===== src/abmp_map.vh =====
`ifndef ABMP_MAP_VH
`define ABMP_MAP_VH
// ----------------------------------------------------------------
// clock and widths
// ----------------------------------------------------------------
`define ABMP_CLK_MHZ 25
`define ABMP_ADDR_W 21
`define ABMP_DATA_W 8
// ----------------------------------------------------------------
// pin timing in ns, and derived cycle counts
// ----------------------------------------------------------------
`define ABMP_T_CYCLE_MIN_NS 35
`define ABMP_T_SELECT_ACCESS_NS 35
`define ABMP_T_PERMIT_ACCESS_NS 15
`define ABMP_T_UNPERMIT_TO_FLOAT_NS 10
`define ABMP_T_DESELECT_TO_FLOAT_NS 15
`define ABMP_T_INDEX_TO_STORE_END_NS 20
`define ABMP_T_STORE_PULSE_NS 15
`define ABMP_T_BYTE_SETUP_STORE_NS 10
`define ABMP_T_STORE_TO_FLOAT_NS 12
`define ABMP_T_HIGH_HOLD_NS 2
`define ABMP_T_STARTUP_US 2000
// capture flops between the data pins and the read register
`define ABMP_CAPTURE_CYC 4'h2
// least times round up: ceil(ns * mhz / 1000), never below one cycle
`define ABMP_CYC(ns) ((((ns) * `ABMP_CLK_MHZ + 999) / 1000) < 1 ? 1 : \
	(((ns) * `ABMP_CLK_MHZ + 999) / 1000))
`define ABMP_STARTUP_CYC (`ABMP_T_STARTUP_US * `ABMP_CLK_MHZ)
// ----------------------------------------------------------------
// reset values
// ----------------------------------------------------------------
`define ABMP_RST_ADDR 21'h000000
`define ABMP_RST_DATA 8'h00
`endif


===== src/abmp_host.v =====
`timescale 1ns/100ps
`default_nettype none
`include "abmp_map.vh"

module abmp_host #(
	parameter STARTUP_CYC = `ABMP_STARTUP_CYC
) (
	// clock and reset
	input wire i_clk_sys,
	input wire i_srst,
	// user request
	input wire i_req,
	input wire i_req_write,
	input wire [`ABMP_ADDR_W-1:0] i_req_addr,
	input wire [`ABMP_DATA_W-1:0] i_req_wdata,
	output reg o_ready,
	output reg o_rvalid,
	output reg [`ABMP_DATA_W-1:0] o_rdata,
	// memory pins
	output reg [`ABMP_ADDR_W-1:0] o_mem_addr,
	output reg o_mem_select_n,
	output reg o_mem_store_n,
	output reg o_mem_permit_n,
	input wire [`ABMP_DATA_W-1:0] i_mem_dq,
	output reg [`ABMP_DATA_W-1:0] o_mem_dq,
	output reg o_mem_dq_oe
);
	// ----------------------------------------------------------------
	// cycle arithmetic
	// ----------------------------------------------------------------
	// least time in whole cycles, rounded up; every count here fits four bits
	function [3:0] ns_to_cyc;
		input integer ns;
		integer cyc;
		begin
			cyc = `ABMP_CYC(ns);
			ns_to_cyc = cyc[3:0];
		end
	endfunction

	// ----------------------------------------------------------------
	// cycle counts
	// ----------------------------------------------------------------
	// address is set one cycle before select falls, so select access governs read
	localparam [3:0] RD_CYC = ns_to_cyc(`ABMP_T_SELECT_ACCESS_NS);
	// the longer of address-to-end and pulse width sets the strobe length
	localparam [3:0] WR_CYC = (ns_to_cyc(`ABMP_T_INDEX_TO_STORE_END_NS) >
		ns_to_cyc(`ABMP_T_STORE_PULSE_NS)) ? ns_to_cyc(`ABMP_T_INDEX_TO_STORE_END_NS) :
		ns_to_cyc(`ABMP_T_STORE_PULSE_NS);
	localparam [3:0] FLOAT_CYC = ns_to_cyc(`ABMP_T_DESELECT_TO_FLOAT_NS);
	localparam [3:0] TURN_CYC = ns_to_cyc(`ABMP_T_STORE_TO_FLOAT_NS);
	localparam [3:0] CYC_MIN = ns_to_cyc(`ABMP_T_CYCLE_MIN_NS);
	localparam [3:0] SETUP_CYC = ns_to_cyc(`ABMP_T_BYTE_SETUP_STORE_NS);
	localparam [3:0] HIGH_CYC = ns_to_cyc(`ABMP_T_HIGH_HOLD_NS);
	// the capture flops add their own delay to every read
	localparam [3:0] PIPE_CYC = `ABMP_CAPTURE_CYC;
	// last boot count; startup is counted from the release of reset
	localparam [31:0] BOOT_LAST = STARTUP_CYC - 1;

	// ----------------------------------------------------------------
	// state codes
	// ----------------------------------------------------------------
	localparam [2:0] ST_BOOT = 3'h0;
	localparam [2:0] ST_IDLE = 3'h1;
	localparam [2:0] ST_SETUP = 3'h2;
	localparam [2:0] ST_READ = 3'h3;
	localparam [2:0] ST_WTURN = 3'h4;
	localparam [2:0] ST_WRITE = 3'h5;
	localparam [2:0] ST_RECOV = 3'h6;

	// ----------------------------------------------------------------
	// state
	// ----------------------------------------------------------------
	reg [2:0] state_q;
	reg [3:0] cnt_q;
	reg [3:0] span_q;
	reg [31:0] boot_q;
	reg write_q;
	reg [`ABMP_DATA_W-1:0] dq_s1_q;
	reg [`ABMP_DATA_W-1:0] dq_s2_q;

	// ----------------------------------------------------------------
	// data capture
	// ----------------------------------------------------------------
	// two-stage capture; adds two cycles, covered by the read margin
	always @(posedge i_clk_sys) begin
		dq_s1_q <= i_mem_dq;
		dq_s2_q <= dq_s1_q;
	end

	// ----------------------------------------------------------------
	// sequencer
	// ----------------------------------------------------------------
	always @(posedge i_clk_sys) begin
		if (i_srst) begin
			// all controls high under reset, so the device stays deselected
			state_q <= ST_BOOT;
			cnt_q <= 4'h0;
			span_q <= 4'h0;
			boot_q <= 32'h0;
			write_q <= 1'b0;
			o_ready <= 1'b0;
			o_rvalid <= 1'b0;
			o_rdata <= `ABMP_RST_DATA;
			o_mem_addr <= `ABMP_RST_ADDR;
			o_mem_select_n <= 1'b1;
			o_mem_store_n <= 1'b1;
			o_mem_permit_n <= 1'b1;
			o_mem_dq <= `ABMP_RST_DATA;
			o_mem_dq_oe <= 1'b0;
		end else begin
			o_rvalid <= 1'b0;
			// cycle span counter from select fall, for spacing
			// it saturates, so a long idle never wraps into a short cycle
			if (span_q != 4'hF)
				span_q <= span_q + 4'h1;
			case (state_q)
			ST_BOOT: begin
				// controls held high through the startup time
				// 2 ms at the full clock; a bench may shorten it by the parameter
				if (boot_q == BOOT_LAST) begin
					state_q <= ST_IDLE;
					o_ready <= 1'b1;
				end else begin
					boot_q <= boot_q + 32'h1;
				end
			end
			ST_IDLE: begin
				// taken only here; a request raised while busy waits, it is not queued
				if (i_req) begin
					o_ready <= 1'b0;
					write_q <= i_req_write;
					o_mem_addr <= i_req_addr;
					o_mem_dq <= i_req_wdata;
					state_q <= ST_SETUP;
				end
			end
			ST_SETUP: begin
				// address stable before select falls; a write drops the strobe on the same edge as select
				o_mem_select_n <= 1'b0;
				span_q <= 4'h0;
				cnt_q <= 4'h0;
				if (write_q) begin
					// permit stays high so the device never drives
					o_mem_store_n <= 1'b0;
					state_q <= ST_WTURN;
				end else begin
					o_mem_permit_n <= 1'b0;
					state_q <= ST_READ;
				end
			end
			ST_READ: begin
				cnt_q <= cnt_q + 4'h1;
				// sample after access time plus the capture pipeline
				if (cnt_q == RD_CYC + PIPE_CYC) begin
					o_rdata <= dq_s2_q;
					o_rvalid <= 1'b1;
					o_mem_select_n <= 1'b1;
					o_mem_permit_n <= 1'b1;
					cnt_q <= 4'h0;
					state_q <= ST_RECOV;
				end
			end
			ST_WTURN: begin
				cnt_q <= cnt_q + 4'h1;
				// wait for the device to float before driving
				// the strobe alone turns the device off, permit never drops in a write
				if (cnt_q == TURN_CYC - 4'h1) begin
					o_mem_dq_oe <= 1'b1;
					cnt_q <= 4'h0;
					state_q <= ST_WRITE;
				end
			end
			ST_WRITE: begin
				cnt_q <= cnt_q + 4'h1;
				// store happens in the overlap of select and strobe low
				if (cnt_q >= SETUP_CYC - 4'h1 &&
					span_q >= WR_CYC - 4'h1) begin
					o_mem_store_n <= 1'b1;
					o_mem_select_n <= 1'b1;
					cnt_q <= 4'h0;
					state_q <= ST_RECOV;
				end
			end
			ST_RECOV: begin
				cnt_q <= cnt_q + 4'h1;
				// data held one cycle past strobe rise, then released
				o_mem_dq_oe <= 1'b0;
				// controls stay high; select spacing and device float
				if (cnt_q >= HIGH_CYC - 4'h1 &&
					cnt_q >= FLOAT_CYC - 4'h1 && span_q >= CYC_MIN) begin
					o_ready <= 1'b1;
					state_q <= ST_IDLE;
				end
			end
			default: begin
				state_q <= ST_IDLE;
			end
			endcase
		end
	end
endmodule // abmp_host
`default_nettype wire


===== config.mk =====
export PLATFORM = sky130hd
export DESIGN_NAME = abmp_host
export DESIGN_NICKNAME = d
export VERILOG_FILES = /design/src/abmp_host.v
export VERILOG_INCLUDE_DIRS = /design/src
export SDC_FILE = /design/constraint.sdc
export NUM_CORES = 1
export LEC_CHECK = 0
export ABC_CLOCK_PERIOD_IN_PS = 1900
export BUFFER_PORTS_ARGS = -buffer_cell sky130_fd_sc_hd__buf_2
export CORE_MARGIN = 3
export CORE_UTILIZATION = 49
export CTS_CLUSTER_SIZE = 25
export DETAILED_ROUTE_END_ITERATION = 8
export GPL_ROUTABILITY_DRIVEN = 0
export HOLD_SLACK_MARGIN = 0.06
export PLACE_DENSITY = 0.75
export SLEW_MARGIN = 20
export SYNTH_ARGS = -nofsm -noshare
export SYNTH_HDL_FRONTEND = slang
export SYNTH_SLANG_ARGS = --single-unit

===== constraint.sdc =====
create_clock -name i_clk_sys -period 1.9 [get_ports i_clk_sys]
set_input_delay 0.285 -clock i_clk_sys [delete_from_list [all_inputs] [get_ports i_clk_sys]]
set_output_delay 0.285 -clock i_clk_sys [all_outputs]
set_load 0.02 [all_outputs]

* After elaboration in Yosys (flattened, before gate mapping) *
Index checks and enable logic that the tools add are counted.

cells by class
  bitwise operators = 2
  $add $sub $neg = 3
  reductions and logical operators = 21
  equality and inequality tests = 17
  mux-type cells = 26
  order comparisons = 3

operators by type and width
  kind                                                               number
  adder 32 x 1 -> 32 bit, second input constant                      1
  == test 32 x 16 -> 1 bit, second input constant                    1
  two-way mux 3 bit                                                  7
  case mux 3 bit (7 select lines)                                    1
  case mux 4 bit (5 select lines)                                    1
  inequality test 2 bit, second input constant                       8
  greater-or-equal comparator 4 x 1 -> 1 bit, second input constant  3
  two-way mux 4 bit                                                  3
  == test 3 bit, second input constant                               3
  two-way mux 1 bit                                                  9
  AND reduction 3 bit                                                3
  adder 4 x 1 -> 4 bit, second input constant                        2
  AND reduction 2 bit                                                4
  == test 3 x 2 -> 1 bit, second input constant                      2
  case mux 1 bit (2 select lines)                                    3
  case mux 1 bit (3 select lines)                                    2
  AND reduction 6 bit                                                1
  nonzero test 2 bit                                                 3
  nonzero test 3 bit                                                 2
  nonzero test 5 bit                                                 1
  == test 4 x 2 -> 1 bit, second input constant                      1
  logical NOT 4 bit                                                  1
  inequality test 4 bit, second input constant                       1
  AND reduction 4 bit                                                1
  5 further kinds                                                    8

word-level totals
  bits of input ports = 41
  register bits = 103

* Depth between registers and ports, before layout *
  depth in word-level cells = 4
  gate-level depth with buffers = 7
  mapped depth without buffers = 7

* Worst setup path before layout *
OpenSTA, ideal clock, no wires.

  path type = register to register
  start point = reg state_q[0]
  end point = reg boot_q[31]
  period minus slack after synthesis = 1.962 ns
  stages on the path, launching flop included = 7
  setup slack = -0.062 ns
  setup time = 0.128 ns
  required time = 1.772 ns
  arrival time = 1.834 ns
  buffers on the path = 1
  cell sequence = dfxtp_1 > or3_4 > or4_4 > buf_6 > nor4_2 > xnor2_1 > nor2_1

on the way
  word-level cells in the longest chain between the ends = 2

RTL lines
  element                        RTL line         source
  from (decl)                    abmp_host.v:74   reg [2:0] state_q;
  from (signal assigned)         abmp_host.v:97   state_q <= ST_BOOT;
  from (signal assigned)         abmp_host.v:122  state_q <= ST_IDLE;
  from (signal assigned)         abmp_host.v:135  state_q <= ST_SETUP;
  logical NOT 3 bit              abmp_host.v:117  case (state_q)
  AND reduction 2 bit (no line)  n/a
  to (signal assigned)           abmp_host.v:125  boot_q <= boot_q + 32'h1;
  to (decl)                      abmp_host.v:77   reg [31:0] boot_q;

No other way between the ends.
A chain may end at the register's enable or synchronous reset.

* Final worst setup path *
  start point = reg state_q[1]
  end point = reg boot_q[31]

Same word-level chain as after synthesis.

==> key figures <==
Synth
  – Primary FF master, synth: dfxtp_1
  – Cell Area, Synth: 4060 um^2
  – Post-synthesis sequential area ratio: 50.8%
  – Syn Area/Cell: 8.59 um^2
  – Async S/R FF share, synth: 0%
  – Synth warn: 0
  – Syn Nets: 520
  – Unique masters post-synth: 44
  – Cell count after synthesis: 473
  – Synthesized flop and latch total: 103
  – EDFF count, synth: 0

Power
  – Clock Power Share: 28.4%
  – Int Pwr: 0.00327 W
  – Sw frac: 31.7%
  – PD cells: 933 nW/um^2
  – Combinational share of power: 21.4%
  – Sequential group share of total power: 50.2%
  – Switching pwr: 0.00151 W
  – Total chip power: 0.00478 W
  – Worst VDD drop: 0.690 mV
  – P_leak: 2.05 nW

Global route
  – Initial antenna violation count: 0
  – Most used routing layer: met2
  – Global-route wire length before repair: 15.5 mm
  – Met3 usage: 5.05%
  – Vias in the first global route: 3431
  – M1 GR Usage: 22.2%
  – GRT Residual Overflow: 0
  – M2 GR Usage: 35.8%
  – Total GRT Usage: 19.4%
  – Largest net degree at the start of global routing: 31

Layout
  – # nets final: 624
  – Layout fillers: 637
  – Fin area: 5130 um^2
  – Final core occ: 65.0%
  – Most frequent cells in the layout: 98 x dfxtp_1, 84 x nand2_1, 83 x buf_2
  – Layout cells sized above 1: 26.8%
  – Ant diodes: 0
  – Layout area overhead: 26.3%
  – Commonest non-fill, non-tap cell in the layout: dfxtp_1

Worst setup path
  – Crit-path cells: or3_4, or4_4, nor4_4, xnor2_1, nor2_1
  – CP peak stage delay: 0.58 ns
  – CP Max Fanout: 8
  – Crit path required time: 2.16 ns
  – Flop2flop setup slack: 0.02 ns
  – Crit Path Class: reg -> reg
  – Crit path DAT: 2.14 ns
  – Element type at the critical path end: flip-flop
  – R2R depth: 5
  – Slowest cell on crit path: or4_4
  – Nature of the critical path startpoint: flip-flop

Die
  – Die area: 9420 um^2
  – Die width: 97.0 um
  – Core Region: 7890 um^2
  – Initial Util: 51.5%
  – I/O Pins: 84
  – Die height: 97.0 um
  – Site Rows: 32

Timing
  – Final Slew Violations: 0
  – Fin crit period: 1.88 ns
  – Fin crit share: 99.1%
  – # setup viols final: 0
  – Max Clock Skew: 0.0170 ns
  – RSZ-0062 raised after global routing: true
  – Max Freq: 531 MHz
  – Slew headroom: 68.8%
  – Worst slew pin tran: 0.468 ns
  – Hold Vio Cnt, Final: 0
  – Hold slack: 0.127 ns

Hold path
  – Hold WC Path Type: in -> reg
  – WHS Path Cells: 3

Run status
  – Status: finished clean

CTS
  – Root buffer cell: clkbuf_8
  – # clock sinks: 103
  – Worst-path clk slew: 0.12 ns
  – CTS tree: done
  – CTS max path bufs: 2
  – H-tree levels: 3
  – Total clock buffers created by CTS: 9
  – Insertion delay to the later sink of the worst-skew pair: 0.38 ns

Place
  – Port Buffers: 83
  – DP Area: 4710 um^2
  – DP Wirelength: 6.40 mm

Routing
  – Vias/cell: 5.29
  – Routed wire length: 9.34 mm
  – DRC violations left: 0
  – Routed vias: 3621
  – Routed len/inst: 13.7 um
  – DRT antenna net count: 0
  – Drt pass-1 iters: 4
  – DRT iter0 DRCs: 120

Flow run
  – Max Cap Viol: 0
-- routing by layer --
metal	routed length [um]	vias up	part of all wire (%)
li1	-	1830	-
met1	4010	1710	43
met2	4850	66	52
met3	352	15	3.8
met4	124	0	1.3
met5	0	-	0
-- flip-flops by register name (all words and copies together) (netlist names), 3 cells and up --
| name | flops |
|---|---|
| state_q | 3 |
| dq_s2_q | 8 |
| dq_s1_q | 8 |
| o_rdata | 8 |
| span_q | 4 |
| boot_q | 32 |
| cnt_q | 4 |
| o_mem_addr | 21 |
| o_mem_dq | 8 |
-- worst max-delay path, delay by kind of cell, from the launching register on --
kind          cells  cell delay, ns
flops             1            0.32
simple gates      4            1.32
xor+xnor          1            0.14
-- through the flow --
stage          setup TNS (ns)  instances  setup slack (ns)
3_5_place_dp           -0.274        657            -0.145
4_1_cts                     0        681            0.0110
2_1_floorplan               0        473          0.000982
3_3_place_gp          -0.0499        657           -0.0499
6_report                    0        684            0.0168
5_1_grt                -0.302        684           -0.0600
-- cells by family after synthesis --
logic type / Yosys count / share of synthesized area, %
adder cells (fa/ha/maj): 6 / 1.85
XOR/XNOR: 28 / 6.04
AND/OR/NAND/NOR: 216 / 25.7
buffers and inverters: 38 / 3.82
AO/OA/AOI/OAI: 78 / 10.9
multiplexers: 4 / 0.986
flip-flops: 103 / 50.8
-- cell type report --
class	count	area, um^2	area share (%)
Sequential cell	103	2070	40.3
Multi-Input combinational cell	332	1950	38.0
Tap cell	102	128	2.49
Clock buffer	9	124	2.41
Inverter	12	45.0	0.878
Clock inverter	7	86.3	1.68
Timing Repair Buffer	119	731	14.2
-- power groups by stage --
stage	logic (W)	clock network, W	registers [W]
floorplan	0.000454	0	0.00256
global placement	0.000884	0	0.00244
detailed placement	0.000910	0	0.00245
CTS	0.000936	0.00139	0.00240
global route	0.00113	0.00148	0.00242
finish	0.00102	0.00136	0.00240
-- synth_stat cells, types with 2 or more instances --
| library cell | instances | area, um^2 |
|---|---|---|
| clkbuf_1 | 16 | 60.1 |
| buf_1 | 5 | 18.8 |
| nand2b_1 | 3 | 18.8 |
| xnor2_1 | 18 | 158 |
| or4_1 | 4 | 30.0 |
| nor2b_1 | 3 | 18.8 |
| and3_1 | 5 | 31.3 |
| a21oi_1 | 47 | 235 |
| o31ai_1 | 3 | 22.5 |
| or3_1 | 4 | 25.0 |
| buf_2 | 3 | 15.0 |
| nand4_1 | 7 | 43.8 |
| nor4_1 | 8 | 50.1 |
| o21bai_1 | 3 | 22.5 |
| and4_1 | 5 | 43.8 |
| ha_1 | 6 | 75.1 |
| inv_1 | 12 | 45.0 |
| nand3_1 | 25 | 125 |
| o211ai_1 | 3 | 22.5 |
| nor2_1 | 43 | 161 |
| xor2_1 | 10 | 87.6 |
| nand2_1 | 84 | 315 |
| o21ai_0 | 12 | 60.1 |
| nor4_2 | 2 | 25.0 |
| or3b_2 | 2 | 17.5 |
| a31oi_1 | 3 | 18.8 |
| nor3_1 | 13 | 65.1 |
| dfxtp_1 | 103 | 2060 |
| mux2i_1 | 4 | 40.0 |
| nor3b_1 | 3 | 22.5 |
-- timing repair --
item,CTS,global route
pin swaps,1,4
setup buffers,0,3
gates cloned,0,0
resized for setup,6,16
hold endpoints to repair,8,0
setup endpoints to repair,10,19
hold buffers,8,0
-- worst paths after layout --
| path | from | to |
|---|---|---|
| min reg2reg | dq_s1_q[1] | dq_s2_q[1] |
| max | state_q[1] | boot_q[31] |
| max reg2reg | state_q[1] | boot_q[31] |
| min | i_req_wdata[2] | o_mem_dq[2] |
Power figures use the tool's default switching activity.
